--- config.mk ---
export PLATFORM = sky130hd
export DESIGN_NAME = sfwle_top
export DESIGN_NICKNAME = d
export VERILOG_FILES = /design/src/rtl/sfwle_pkg.sv /design/src/rtl/sfwle_sync.sv /design/src/rtl/sfwle_top.sv
export SDC_FILE = /design/constraint.sdc
export NUM_CORES = 1
export LEC_CHECK = 0
export ABC_AREA = 1
export BUFFER_PORTS_ARGS = -buffer_cell sky130_fd_sc_hd__buf_4
export CAP_MARGIN = 10
export CELL_PAD_IN_SITES_DETAIL_PLACEMENT = 0
export CELL_PAD_IN_SITES_GLOBAL_PLACEMENT = 2
export CORE_UTILIZATION = 33
export CTS_BUF_LIST = sky130_fd_sc_hd__clkbuf_8
export DETAILED_ROUTE_END_ITERATION = 8
export GPL_TIMING_DRIVEN = 0
export MAX_ROUTING_LAYER = met4
export PLACE_DENSITY = 0.85
export SYNTH_ARGS = -nofsm -noshare
export SYNTH_HDL_FRONTEND = slang
export SYNTH_SLANG_ARGS = --single-unit
--- constraint.sdc ---
create_clock -name mclk_i -period 1.8 [get_ports mclk_i]
set_input_delay 0.09 -clock mclk_i [delete_from_list [all_inputs] [get_ports mclk_i]]
set_output_delay 0.09 -clock mclk_i [all_outputs]
set_load 0.01 [all_outputs]
--- src/rtl/sfwle_pkg.sv ---
// package: constants of the serial flash write latch and erase logic
// Notes on behaviour
// - write enable code 06h sets latch
// - write disable code 04h clears latch
// - codes on one, two or four lanes
// - write enable without select rise ignored
// - write disable without select rise ignored
// - subsector erase: code plus three address bytes
// - sector erase: code plus three address bytes
// - address bits taken on clock rise
// - erase starts at select rise, self-timed
// - no select rise after frame: nothing happens
// - latch clear: erase ignored, no flags
// - busy bit high, latch cleared on start
// - busy bit low when erase ends
// - timeout clears latch, sets erase error
// - protected target: refuse, set bits 1,5
// - bulk refused when any sector locked
// - bulk erase is code only
// - status and flag status always readable
// - suspend and resume for (sub)sector erase
// - resume sets busy, clears ready; else ignored
package sfwle_pkg;
	localparam logic [7:0] CMD_WREN = 8'h06;
	localparam logic [7:0] CMD_WRDI = 8'h04;
	localparam logic [7:0] CMD_SSE_DEF = 8'h20;
	localparam logic [7:0] CMD_SE_DEF = 8'hd8;
	localparam logic [7:0] CMD_BE_DEF = 8'hc7;
	localparam logic [7:0] CMD_SUSP_DEF = 8'h75;
	localparam logic [7:0] CMD_RESM_DEF = 8'h7a;
	localparam logic [5:0] BITS_CODE = 6'h08;
	localparam logic [5:0] BITS_ADDR_CMD = 6'h20;
	localparam logic [1:0] PROTO_EXT = 2'h0;
	localparam logic [1:0] PROTO_DUAL = 2'h1;
	localparam logic [1:0] PROTO_QUAD = 2'h2;
	localparam int FLAG_READY_BIT = 7;
	localparam int FLAG_ESUSP_BIT = 6;
	localparam int FLAG_EERR_BIT = 5;
	localparam int FLAG_PROT_BIT = 1;
	localparam int STAT_WIP_BIT = 0;
	localparam int STAT_WEL_BIT = 1;
	localparam int CLK_PERIOD_NS = 100;
	localparam int TICK_NS = 1000;
	localparam int TICK_CYC = (TICK_NS + CLK_PERIOD_NS - 1) / CLK_PERIOD_NS;
	localparam int SSE_TIME_US = 800000;
	localparam int SE_TIME_US = 3000000;
	localparam int BE_TIME_US = 60000000;
	typedef enum logic [1:0] {
		ER_SUB,
		ER_SEC,
		ER_BULK
	} sfwle_kind_e;
	typedef enum {
		ST_IDLE,
		ST_ERASE,
		ST_SUSP
	} sfwle_state_e;
endpackage : sfwle_pkg

--- src/rtl/sfwle_sync.sv ---
// two-flop synchroniser for pins
`timescale 1ns/1ns
module sfwle_sync #(
	parameter int WIDTH = 1
) (
	input wire logic mclk_i,
	input wire logic rstn_i,
	input wire logic [WIDTH-1:0] async_i,
	output logic [WIDTH-1:0] sync_o
);
	logic [WIDTH-1:0] meta_q;
	always_ff @(posedge mclk_i or negedge rstn_i) begin
		if (!rstn_i) begin
			meta_q <= '1;
			sync_o <= '1;
		end else begin
			meta_q <= async_i;
			sync_o <= meta_q;
		end
	end
endmodule : sfwle_sync

--- src/rtl/sfwle_top.sv ---
// write enable latch, erase commands and erase timing of the serial flash
`timescale 1ns/1ns
module sfwle_top #(
	parameter logic [7:0] CMD_SSE = sfwle_pkg::CMD_SSE_DEF,
	parameter logic [7:0] CMD_SE = sfwle_pkg::CMD_SE_DEF,
	parameter logic [7:0] CMD_BE = sfwle_pkg::CMD_BE_DEF,
	parameter logic [7:0] CMD_SUSP = sfwle_pkg::CMD_SUSP_DEF,
	parameter logic [7:0] CMD_RESM = sfwle_pkg::CMD_RESM_DEF,
	parameter int SSE_LIMIT_US = sfwle_pkg::SSE_TIME_US,
	parameter int SE_LIMIT_US = sfwle_pkg::SE_TIME_US,
	parameter int BE_LIMIT_US = sfwle_pkg::BE_TIME_US
) (
	input wire logic mclk_i,
	input wire logic rstn_i,
	input wire logic sel_n_i,
	input wire logic sclk_i,
	input wire logic [3:0] serial_lane_i,
	input wire logic [1:0] protocol_i,
	input wire logic target_protected_i,
	input wire logic any_sector_locked_i,
	input wire logic array_done_i,
	input wire logic clear_flags_i,
	output logic erase_start_o,
	output logic [1:0] erase_kind_o,
	output logic [23:0] erase_addr_o,
	output logic erase_hold_o,
	output logic [23:0] frame_addr_o,
	output logic [7:0] status_o,
	output logic [7:0] flag_status_o
);
	logic [5:0] pins_s;
	logic sel_n_s;
	logic sclk_s;
	logic [3:0] lane_s;
	logic sel_n_q;
	logic sclk_q;
	logic [31:0] shift_q;
	logic [31:0] shift_d;
	logic [5:0] cnt_q;
	logic [5:0] cnt_d;
	logic wel_q;
	logic eerr_q;
	logic perr_q;
	logic esusp_q;
	logic [3:0] tick_q;
	logic [31:0] us_q;
	logic [31:0] limit_q;
	sfwle_pkg::sfwle_state_e st_q;

	// pins cross into the clock domain before anything looks at them
	sfwle_sync #(
		.WIDTH(6)
	) u_sync (
		.mclk_i(mclk_i),
		.rstn_i(rstn_i),
		.async_i({sel_n_i, sclk_i, serial_lane_i}),
		.sync_o(pins_s)
	);
	assign sel_n_s = pins_s[5];
	assign sclk_s = pins_s[4];
	assign lane_s = pins_s[3:0];

	wire sclk_rise = sclk_s & ~sclk_q & ~sel_n_s;
	wire sel_rise = sel_n_s & ~sel_n_q;
	// lane count per protocol
	wire is_dual = (protocol_i == sfwle_pkg::PROTO_DUAL);
	wire is_quad = (protocol_i == sfwle_pkg::PROTO_QUAD);
	wire [5:0] step = is_quad ? 6'h04 : (is_dual ? 6'h02 : 6'h01);
	wire [31:0] shift_ext = {shift_q[30:0], lane_s[0]};
	wire [31:0] shift_dual = {shift_q[29:0], lane_s[1:0]};
	wire [31:0] shift_quad = {shift_q[27:0], lane_s[3:0]};
	wire [31:0] shift_new = is_quad ? shift_quad : (is_dual ? shift_dual : shift_ext);
	// count saturates so a long frame never wraps back onto a legal length
	wire cnt_full = (cnt_q > 6'h38);

	always_comb begin
		shift_d = shift_q;
		cnt_d = cnt_q;
		if (sel_n_s) begin
			cnt_d = 6'h00;
		end else if (sclk_rise) begin
			shift_d = shift_new;
			cnt_d = cnt_full ? cnt_q : 6'(cnt_q + step);
		end
	end

	always_ff @(posedge mclk_i or negedge rstn_i) begin
		if (!rstn_i) begin
			sel_n_q <= 1'b1;
			sclk_q <= 1'b0;
			shift_q <= 32'h0000_0000;
			cnt_q <= 6'h00;
		end else begin
			sel_n_q <= sel_n_s;
			sclk_q <= sclk_s;
			shift_q <= shift_d;
			cnt_q <= cnt_d;
		end
	end

	// a command counts only if select rises exactly at its length
	wire frame8 = sel_rise & (cnt_q == sfwle_pkg::BITS_CODE);
	wire frame32 = sel_rise & (cnt_q == sfwle_pkg::BITS_ADDR_CMD);
	wire [7:0] code8 = shift_q[7:0];
	wire [7:0] code32 = shift_q[31:24];
	wire idle = (st_q == sfwle_pkg::ST_IDLE);
	wire susp = (st_q == sfwle_pkg::ST_SUSP);
	wire busy = (st_q == sfwle_pkg::ST_ERASE);
	// write enable and disable stay legal while an erase is suspended
	wire do_wren = frame8 & (code8 == sfwle_pkg::CMD_WREN) & ~busy;
	wire do_wrdi = frame8 & (code8 == sfwle_pkg::CMD_WRDI) & ~busy;
	wire req_sse = frame32 & (code32 == CMD_SSE) & idle;
	wire req_se = frame32 & (code32 == CMD_SE) & idle;
	wire req_be = frame8 & (code8 == CMD_BE) & idle;
	wire req_any = (req_sse | req_se | req_be) & wel_q;
	wire refuse = ((req_sse | req_se) & target_protected_i) | (req_be & any_sector_locked_i);
	wire start = req_any & ~refuse;
	wire bad = req_any & refuse;
	// only sector and subsector erases may be paused
	wire can_susp = busy & (erase_kind_o != 2'(sfwle_pkg::ER_BULK));
	// an erase that ends in the same cycle completes instead of pausing
	wire do_susp = frame8 & (code8 == CMD_SUSP) & can_susp & ~array_done_i & ~(us_q >= limit_q);
	wire do_resm = frame8 & (code8 == CMD_RESM) & susp;
	wire tick = (tick_q == 4'(sfwle_pkg::TICK_CYC - 1));
	wire timeout = busy & (us_q >= limit_q);
	wire finish = busy & array_done_i & ~timeout;
	wire [31:0] lim_sel = req_be ? 32'(BE_LIMIT_US) : (req_se ? 32'(SE_LIMIT_US) : 32'(SSE_LIMIT_US));
	wire [1:0] kind_sel = req_be ? 2'(sfwle_pkg::ER_BULK) : (req_se ? 2'(sfwle_pkg::ER_SEC) : 2'(sfwle_pkg::ER_SUB));

	always_ff @(posedge mclk_i or negedge rstn_i) begin
		if (!rstn_i) begin
			st_q <= sfwle_pkg::ST_IDLE;
		end else begin
			case (st_q)
				sfwle_pkg::ST_IDLE: begin
					if (start) begin
						st_q <= sfwle_pkg::ST_ERASE;
					end
				end
				sfwle_pkg::ST_ERASE: begin
					if (finish | timeout) begin
						st_q <= sfwle_pkg::ST_IDLE;
					end else if (do_susp) begin
						st_q <= sfwle_pkg::ST_SUSP;
					end
				end
				sfwle_pkg::ST_SUSP: begin
					if (do_resm) begin
						st_q <= sfwle_pkg::ST_ERASE;
					end
				end
				default: begin
					st_q <= sfwle_pkg::ST_IDLE;
				end
			endcase
		end
	end

	// write enable latch: refusals leave it untouched
	always_ff @(posedge mclk_i or negedge rstn_i) begin
		if (!rstn_i) begin
			wel_q <= 1'b0;
		end else if (start | timeout | do_wrdi) begin
			wel_q <= 1'b0;
		end else if (do_wren) begin
			wel_q <= 1'b1;
		end
	end

	// error flags: a set in the clearing cycle wins
	always_ff @(posedge mclk_i or negedge rstn_i) begin
		if (!rstn_i) begin
			eerr_q <= 1'b0;
			perr_q <= 1'b0;
		end else begin
			eerr_q <= (eerr_q & ~clear_flags_i) | bad | timeout;
			perr_q <= (perr_q & ~clear_flags_i) | bad;
		end
	end

	always_ff @(posedge mclk_i or negedge rstn_i) begin
		if (!rstn_i) begin
			esusp_q <= 1'b0;
		end else if (do_susp) begin
			esusp_q <= 1'b1;
		end else if (do_resm) begin
			esusp_q <= 1'b0;
		end
	end

	// microsecond timer, frozen while suspended
	always_ff @(posedge mclk_i or negedge rstn_i) begin
		if (!rstn_i) begin
			tick_q <= 4'h0;
			us_q <= 32'h0000_0000;
			limit_q <= 32'h0000_0000;
		end else if (start) begin
			tick_q <= 4'h0;
			us_q <= 32'h0000_0000;
			limit_q <= lim_sel;
		end else if (busy) begin
			tick_q <= tick ? 4'h0 : 4'(tick_q + 4'h1);
			us_q <= tick ? 32'(us_q + 32'h1) : us_q;
		end
	end

	always_ff @(posedge mclk_i or negedge rstn_i) begin
		if (!rstn_i) begin
			erase_start_o <= 1'b0;
			erase_kind_o <= 2'h0;
			erase_addr_o <= 24'h00_0000;
			frame_addr_o <= 24'h00_0000;
		end else begin
			erase_start_o <= start;
			frame_addr_o <= shift_q[23:0];
			if (start) begin
				erase_kind_o <= kind_sel;
				erase_addr_o <= shift_q[23:0];
			end
		end
	end

	assign erase_hold_o = susp;
	// both registers stay visible in every state
	always_comb begin
		status_o = 8'h00;
		status_o[sfwle_pkg::STAT_WIP_BIT] = busy;
		status_o[sfwle_pkg::STAT_WEL_BIT] = wel_q;
		flag_status_o = 8'h00;
		flag_status_o[sfwle_pkg::FLAG_READY_BIT] = ~busy;
		flag_status_o[sfwle_pkg::FLAG_ESUSP_BIT] = esusp_q;
		flag_status_o[sfwle_pkg::FLAG_EERR_BIT] = eerr_q;
		flag_status_o[sfwle_pkg::FLAG_PROT_BIT] = perr_q;
	end
endmodule : sfwle_top

# After elaboration in Yosys (flattened, before gate mapping)
# Cells that the tools add are included.
# classes
n_bitwise,50
n_eq_ne,21
n_reduce_logical,11
n_lt_le_gt_ge,2
mux,26
n_addsub,3
# op_table
cell,n
two-way mux 32 bit,9
case mux 32 bit (3 select lines),1
"equality test 32 x 2 -> 1 bit, second input constant",2
zero test 32 bit,2
"adder 32 x 1 -> 32 bit, second input constant",1
bitwise AND 1 bit,32
"equality test 32 x 1 -> 1 bit, second input constant",1
"equality test 32 x 3 -> 1 bit, second input constant",1
>= comparator 32 bit,1
two-way mux 26 bit,1
two-way mux 22 bit,1
two-way mux 6 bit,3
"equality test 8 x 3 -> 1 bit, second input constant",2
"equality test 8 x 7 -> 1 bit, second input constant",2
"equality test 8 bit, second input constant",2
two-way mux 4 bit,3
nonzero test 2 bit,5
NOT 1 bit,9
bitwise OR 1 bit,9
"equality test 8 x 6 -> 1 bit, second input constant",1
adder 6 x 3 -> 6 bit,1
"equality test 6 x 4 -> 1 bit, second input constant",1
"equality test 6 bit, second input constant",1
"greater-than comparator 6 bit, second input constant",1
12 further kinds,21
# totals
reg_bits,207
output_inout_bits,68

# Depth between registers and ports, before layout
# Gate-level depths: netlist of run 1.
# depth
depth_word,13
mapped_depth,14
depth_no_buf,13

# Modules after synthesis
# A second synthesis of run 1 with hierarchy kept.
# unflattened
cells_unflattened,926
area_unflattened_um2,7841.3
# by_module_without_submodules
module,cells_per_inst,instances,seq_area_each_um2,area_each_um2
sfwle_top,914,1,3454.6,7526.0
sfwle_sync,12,1,315.3,315.3

# Worst setup path before layout of run 1
# No wires, ideal clock.
# synth_timing
path_type,reg2reg
startpoint,reg u_sync.sync_o[5]
endpoint,reg us_q[25]
path_slack_ps,36
n_path_buf,2
required_ps,1684
synth_period_minus_slack_ps,1764
path_stages_with_launch,12
arrival_time_ps,1648
path_cell_list,dfstp_2 nand2_2 nor3_2 nand3_1 nand3_1 nand2_1 nor2_1 buf_4 buf_6 nor2_1 nand2_1 nand2_1
# synth_between
elab_chain_cells,11
elab_cells_between_ends,21
cone_classes,1 x mux; 17 x bitwise; 3 x reduce/logical
# synth_rtl
item,line,text
"start, declared",sfwle_sync.sv:9,output logic [WIDTH-1:0] sync_o
"start signal, assigned",sfwle_sync.sv:18,sync_o <= meta_q;
bitwise AND 1 bit (*),sfwle_top.sv:64,wire sel_rise = sel_n_s & ~sel_n_q;
bitwise AND 1 bit,sfwle_top.sv:103,wire frame32 = sel_rise & (cnt_q == sfwle_pkg::BITS_ADDR_CMD);
bitwise AND 1 bit (on tied branches) (2 in series),"sfwle_top.sv:112, sfwle_top.sv:113",
bitwise OR 1 bit,"sfwle_top.sv:115, sfwle_top.sv:116",
bitwise AND 1 bit,sfwle_top.sv:116,wire refuse = ((req_sse | req_se) & target_protected_i) | (req_be & any_sector_locked_i);
bitwise OR 1 bit,sfwle_top.sv:116,
NOT 1 bit,sfwle_top.sv:117,wire start = req_any & ~refuse;
bitwise AND 1 bit (*),sfwle_top.sv:117,
nonzero test 2 bit (no line),n/a,
AND reduction 2 bit (no line),n/a,
"end signal, assigned",sfwle_top.sv:203,us_q <= tick ? 32'(us_q + 32'h1) : us_q;
"end, declared",sfwle_top.sv:46,logic [31:0] us_q;
# Every way passes the cells marked *; elsewhere a longest branch is shown, timed or not.
# A chain may end at the register's enable or synchronous reset.

# Worst setup path after layout of run 1
# layout_timing
startpoint,reg shift_q[2]
endpoint,reg us_q[17]
# layout_between
elab_chain_cells,9
elab_cells_between_ends,13
cone_classes,1 x eq/ne; 1 x mux; 8 x bitwise; 3 x reduce/logical
# layout_rtl
item,line,text
"start, declared",sfwle_top.sv:37,logic [31:0] shift_q;
"start signal, assigned",sfwle_top.sv:96,shift_q <= shift_d;
equality test 8 bit (*),sfwle_top.sv:114,wire req_be = frame8 & (code8 == CMD_BE) & idle;
bitwise AND 1 bit (*) (2 in series),sfwle_top.sv:114,
bitwise AND 1 bit,sfwle_top.sv:116,
bitwise OR 1 bit,sfwle_top.sv:116,
NOT 1 bit,sfwle_top.sv:117,
bitwise AND 1 bit (*),sfwle_top.sv:117,
nonzero test 2 bit (no line),n/a,
AND reduction 2 bit (no line),n/a,
# Marked as above.

==> results of run 1 <==
==> final timing paths <==
kind / startpoint / end / slack [ns] / cells past startpoint
min in group asynchronous: rstn_i / frame_addr_o[19] / 0.17 / 2
worst max-delay path: shift_q[2] / us_q[17] / -0.17 / 10
worst min register to register: u_sync.meta_q[5] / u_sync.sync_o[5] / 0.36 / 0
worst max register to register: shift_q[2] / us_q[17] / -0.17 / 10
worst min-delay path: array_done_i / st_q[1] / 0.07 / 5
max in group asynchronous: rstn_i / sel_n_q / 0.80 / 3
==> cell usage after synthesis, drive strengths merged <==
cell	instances
o21a	1
buf	35
nor3b	1
nor3	34
dfrtp	137
nand3	41
o31ai	1
nor2	94
fa	1
dfstp	13
a21bo	1
a21o	1
xor2	29
inv	101
nand4	13
o32ai	1
a21oi	15
clkbuf	17
conb	1
a211oi	2
a32oi	1
clkinv	1
o21ai	93
nand2	222
ha	27
o211ai	54
o22ai	3
and3	1
xnor2	3
==> layout by cell type, fill, tap and decap left out, types with 9 or more instances in the layout <==
cell type,Yosys,layout
nor3_1,32,28
nand2_2,2,41
xor2_1,29,29
clkbuf_8,0,19
conb_1,1,10
nand2_1,220,172
nand3_2,2,13
nand3_1,39,26
a21oi_1,14,9
nor2_1,89,60
inv_1,94,87
clkbuf_1,17,10
o21ai_1,26,42
buf_4,21,115
nor2_2,4,26
nand2_4,0,9
o21ai_2,0,12
buf_6,4,13
dfstp_2,13,13
dfrtp_1,137,133
nand4_1,13,13
inv_2,7,9
ha_1,27,22
o211ai_1,54,54
o21ai_0,66,38
==> logic make-up after synthesis <==
group	synth area share, %
simple gates	21.70
compound gates	13.30
buf+inv	8.853
flops	47.98
xor+xnor	3.567
fa+ha+maj	4.554
other cells	0.04772
==> flip-flops by register name, indices dropped and copies added (netlist names), 2 cells and up <==
signal / flops
shift_q: 32
us_q: 32
erase_addr_o: 24
frame_addr_o: 24
cnt_q: 6
limit_q: 6
u_sync.meta_q: 6
u_sync.sync_o: 6
tick_q: 4
st_q: 2
==> worst max-delay path, delay by kind of cell, from the launching register on <==
kind | cells | cell delay (ns)
buffers and inverters | 2 | 0.34
AND/OR/NAND/NOR | 5 | 0.61
flip-flops | 1 | 0.44
AO/OA/AOI/OAI | 3 | 0.47
==> per-stage QoR <==
step | power (W) | TNS [ns] | std cells | worst slack (ns) | area, sq um
final | 0.007750 | -7.478 | 1424 | -0.1695 | 10410
after global routing | 0.008126 | -14.94 | 1424 | -0.2737 | 10410
after CTS | 0.007816 | -7.664 | 1418 | -0.1657 | 10040
after detailed placement | 0.004982 | -26.63 | 1344 | -0.4432 | 8859
after global placement | 0.004969 | -51.59 | 1343 | -0.4030 | 8823
after floorplan | 0.004440 | 0 | 953 | 0.03593 | 7891
==> metal layers <==
metal	up-vias	share of wire (%)	track usage, %
met1	3431	48	28.10
met4	0	1.3	6.162
li1	3388	-	-
met2	158	47	31.04
met5	-	0	-
met3	19	3.8	2.880
==> power groups by stage <==
stage	clock, W	sequential (W)	combinational [W]
detailed placement	0	0.00399	0.000990
finish	0.00275	0.00393	0.00107
global placement	0	0.00400	0.000973
CTS	0.00283	0.00393	0.00106
floorplan	0	0.00395	0.000495
global route	0.00298	0.00396	0.00119
==> final cells by class <==
| class | instances | area [sq um] |
|---|---|---|
| Multi-Input combinational cell | 650 | 3969 |
| Fill cell | 2404 | 13000 |
| Timing Repair Buffer | 122 | 1081 |
| Tap cell | 319 | 399.1 |
| Clock inverter | 15 | 181.4 |
| Clock buffer | 17 | 234.0 |
| Inverter | 102 | 402.9 |
| Buffer | 49 | 362.8 |
| Sequential cell | 150 | 3775 |
==> timing repair <==
item,CTS,global route
pin swaps,52,28
resized for setup,118,119
setup buffers,27,7
hold endpoints to repair,78,0
endpoints found under the setup margin,103,104
cloned,8,1
hold buffers,8,0
==> results.cfg, run 1 <==
[power_and_ir_drop]
p_int_w = 0.005265
power.density_nw_per_um2 = 744.8
p_sw_share_pct = 32.06
ir_drop_v = 0.0004887
seqPwrFrac_pct = 50.7
switchingPower_w = 0.002485
combPwrFrac_pct = 13.8
p_clk_share_pct = 35.5
p_leak_nw = 4.766

[sta]
grt_setup_unrepaired = true
clock_skew_ns = 0.01979
fin_ws_ns = -0.1695
worst_pin_slew_ns = 0.6081
hold_viol = 0
setup_viol = 69
min_period_over_period_pct = 109.4
fmax_mhz = 507.7
period_needed_ns = 1.970
slew_headroom_pct = 59.46
finalMaxSlewViolations = 0
worst_hold_slack_ns = 0.06611

[yosys]
ys_ff_latch = 150
synth_top_area_share_pct = 43.63
yosys.area.top_type = dfrtp_1
synthCells = 944
ys_warn_count = 0
synth.area.top_cells = dfrtp_1 (44%), nand2_1 (11%), o211ai_1 (5.2%), inv_1 (4.5%), dfstp_2 (4.3%)
synth.avg_cell_area_sq_um = 8.324
yosysUniqueCellTypes = 42
syn_area_sq_um = 7858
seq_area_frac_synth_pct = 47.98

[floorplanning]
core_area_sq_um = 23400
num_io_pins = 82
die_height_um = 156.3
num_rows = 56
initial_core_util_pct = 33.58
die_x_um = 156.3
die_area_sq_um = 24430

[placement]
dp_hpwl_mm = 16.42
place_congestion = 0.8594
port_buffers = 71

[global_route]
grt_max_degree = 81
grtUsageTotal_pct = 20.40
first_global_vias = 6684
grt_overflow = 0
antenna_found_initial = 0
grt_pass1_wl_mm = 37.01

[critical_path]
crit_path_cell_trace = inv_2, nor2_4, nand3_1, nor2_1, nand2_2, a21oi_4, nand2_4, o21ai_4, buf_6, o21ai_1
worstSetupPathType = flip-flop to flip-flop
crit_slowest_cell = dfrtp_1
worstPathRequired_ns = 2.16
end_kind = flip-flop
critPathMaxFanout = 10
slowest_delay_ns = 0.44
cp-start-kind = flip-flop
crit_arrival_ns = 2.33

[routing]
postRouteAntennaNets = 0
vias_per_cell = 4.913
first_pass_iters = 6
drc_errors = 0
vias = 6996
detailedRoute.firstIterationViolations = 508
routed_wl_mm = 23.44
wl_per_cell_um = 16.46

[run_status]
status = finished, violations left
violations = negative setup slack

[clock_tree]
cts_tree = done
cts_buffers = 17
clockRootBuffer = clkbuf_8
htreeDepth = 4
clk_latency_ns = 0.47
cts_num_sinks = 150
path_clk_slew_ns = 0.10
cts_buffer_depth = 2

[job]
max_cap_violations = 0

[layout]
post-route-util_pct = 44.46
syn_to_final_growth_pct = 32.42
diodes = 0
drive_gt1_share_pct = 31.49
final_nets = 1134

[min_path]
hp-class = primary input to flip-flop
Note: power is estimated with default switching activity, not from simulation.
==> inputs of run 2 (changes only) <==
Settings changed: ABC_AREA 1 to not set, CORE_UTILIZATION 33 to 36, CTS_BUF_LIST sky130_fd_sc_hd__clkbuf_8 to sky130_fd_sc_hd__clkbuf_2, PLACE_DENSITY 0.85 to 0.86.
==> run 2 against run 1 <==
The flow still finishes with violations (negative setup slack). First-iteration DRC count down 47%. Core utilization up 2.4 points. Critical path depth down 4. Clock power down 29%. Routed wire length down 28%. Setup slack worse by 0.35 ns. Total power down 7.2%. Synthesized area down 8.3%. Clock skew up 0.016 ns.
==> results.cfg, run 2 <==
[run_status]
status = finished, violations left
violations = negative setup slack

[power_and_ir_drop]
total_power_w = 0.007194
p_leak_nw = 4.224
power.density_nw_per_um2 = 785.6
ir_drop_v = 0.0004297

[critical_path]
endpoint = erase_addr_o[2]
cp.buffers_inverters = 1
crit_cells = 6
crit_arrival_ns = 2.92
worstRegToRegCells = 6
worstPathRequired_ns = 2.40
slowest_delay_ns = 0.55
crit_path_cell_trace = or4b_4, or3_4, nor3_4, o21ai_4, buf_12, mux2_4
critPathMaxFanout = 10
critPathLaunch = shift_q[3]
crit_slowest_cell = or4b_4
reg2reg_slack_ns = -0.52
cp-start-kind = flip-flop
worstSetupPathType = flip-flop to flip-flop
path_delay_family = simple AND/OR/NAND/NOR gates
end_kind = flip-flop
r2r_start = shift_q[3]
timing.rr.end = erase_addr_o[2]

[routing]
wl_per_cell_um = 15.34
vias_per_cell = 4.897
drc_errors = 0
vias = 5387
postRouteAntennaNets = 0
routed_wl_mm = 16.87
detailedRoute.firstIterationViolations = 267
first_pass_iters = 6

[yosys]
synth_edf_count = 0
synthArstFlopShare_pct = 100.0
synth_common_cells = dfrtp_1 (137), nor2_1 (89), nand2_1 (55)
seq_area_frac_synth_pct = 52.32
synthCells = 678
synth_flop_cell = dfrtp_1
synth.avg_cell_area_sq_um = 10.63
ys_ff_latch = 150
yosysUniqueCellTypes = 59
synth.area.top_cells = dfrtp_1 (48%), mux2i_1 (4.9%), mux2_4 (4.8%), dfstp_2 (4.7%), ha_1 (4.7%)
syn_area_sq_um = 7206
yosysMostFrequentCell = dfrtp_1
yosys.area.top_type = dfrtp_1
ys_warn_count = 0
synth_top_area_share_pct = 47.58

[placement]
port_buffers = 71
dp_hpwl_mm = 11.28
dp_slack_ns = -0.6042
dp.cells = 1024
place_congestion = 0.7886

[clock_tree]
cts_tree = done
clk_latency_ns = 0.72
path_clk_slew_ns = 0.24
cts_buffer_depth = 2
clockRootBuffer = clkbuf_2
cts_buffers = 17
cts_num_sinks = 150
htreeDepth = 4

[sta]
setup_viol = 75
fmax_mhz = 431.5
hold_viol = 0
clock_skew_ns = 0.03609
fin_ws_ns = -0.5175
grt_setup_unrepaired = true
finalMaxSlewViolations = 0
period_needed_ns = 2.318
worst_hold_slack_ns = 0.2273
slew_headroom_pct = 54.15
min_period_over_period_pct = 128.8
worst_pin_slew_ns = 0.6878

[floorplanning]
num_rows = 51
num_io_pins = 82
die_height_um = 143.5
die_area_sq_um = 20590
initial_core_util_pct = 36.90
core_area_sq_um = 19530
die_x_um = 143.5

[global_route]
first_global_vias = 5519
grt_max_degree = 78
grt_overflow = 0
grt_pass1_wl_mm = 27.66
grt-busiest-layer = met2
grtUsageTotal_pct = 17.93
antenna_found_initial = 1
grt_use_met2_pct = 28.92
grtUsageMet3_pct = 3.466
grt_use_met1_pct = 21.98

[layout]
syn_to_final_growth_pct = 27.09
final_nets = 863
largestRegisters = shift_q (32), us_q (32)
drive_gt1_share_pct = 29.86
final_cell_mix = dfrtp_1 (131), buf_4 (97), nor2_1 (82)
final_common_cell = dfrtp_1
final_cells = 1100

[min_path]
min_from = target_protected_i
hp-class = primary input to flip-flop

[job]
max_cap_violations = 0
==> run 2: cell count changes after synthesis, sizes merged, moves of 12 or more <==
| cell | before | now |
|---|---|---|
| a21oi | 15 | 44 |
| inv | 101 | 23 |
| mux2 | 0 | 25 |
| mux2i | 0 | 35 |
| nand2 | 222 | 55 |
| nand3 | 41 | 15 |
| nor3 | 34 | 12 |
| o211ai | 54 | 1 |
| o21ai | 93 | 41 |
| xnor2 | 3 | 15 |
==> run 2: how the worst min path moves through the flow <==
stage | cells past startpoint | to
final | 5 | erase_kind_o[0]
after global routing | 5 | erase_kind_o[0]
after CTS | 3 | perr_q
after detailed placement | 1 | us_q[28]
after global placement | 1 | u_sync.meta_q[2]
after floorplan | 0 | cnt_q[0]
==> run 2: area by class of cell <==
cell class,count,area (sq um)
multi-input combinational,468,3333
clock buffer,19,95.09
antenna,1,2.502
timing repair buffer,117,1023
sequential,150,3777
tap,265,331.6
fill,1847,10370
buffer,44,351.6
inverter,23,93.84
clock inverter,13,148.9
==> run 2: cell families (layout without fill, tap and decap cells) <==
group | after synthesis | count (layout) | synth area share, %
multiplexers | 60 | 60 | 9.967
AO/OA/AOI/OAI | 104 | 104 | 8.040
XOR/XNOR | 35 | 35 | 4.254
other | 1 | 11 | 0.05204
flip-flops | 150 | 150 | 52.32
buffers and inverters | 69 | 216 | 4.862
adder cells (fa/ha/maj) | 28 | 28 | 4.966
AND/OR/NAND/NOR | 231 | 231 | 15.54
==> run 2: per-layer routing <==
| metal | wire length (um) | share of wire [%] |
|---|---|---|
| met4 | 376 | 2.2 |
| met3 | 527 | 3.1 |
| met5 | 0 | 0 |
| met1 | 7475 | 44 |
| met2 | 8493 | 50 |
==> run 2: power by group <==
| group | total, W | switching (W) | leakage (nW) | internal [W] |
|---|---|---|---|---|
| registers | 0.00413 | 0.000405 | 1.74 | 0.00373 |
| clock network | 0.00194 | 0.00127 | 0.153 | 0.000671 |
| logic | 0.00111 | 0.000569 | 2.33 | 0.000545 |
| total | 0.00719 | 0.00225 | 4.22 | 0.00495 |
==> run 2: what timing repair did <==
item / CTS / global route
pin swaps: 4 / 4
hold buffers: 21 / 1
buffers inserted: 15 / 8
endpoints found under the hold margin: 186 / 1
gates cloned: 2 / 0
resized for setup: 48 / 48
endpoints found under the setup margin: 90 / 111
==> run 2: through the flow <==
stage	utilization, %	setup TNS [ns]	cell area (sq um)
floorplan	-	-15.37	7262
global placement	41.62	-45.99	8127
detailed placement	41.78	-44.36	8158
CTS	45.72	-32.33	8927
global route	46.90	-37.36	9158
finish	46.90	-32.18	9158
==> run 2: tightest hold or removal path: stages <==
cell and delay (ns):
dlygate4sd3_1 0.53, buf_4 0.13, nor2b_1 0.05, nand2_1 0.07, o21ai_1 0.06
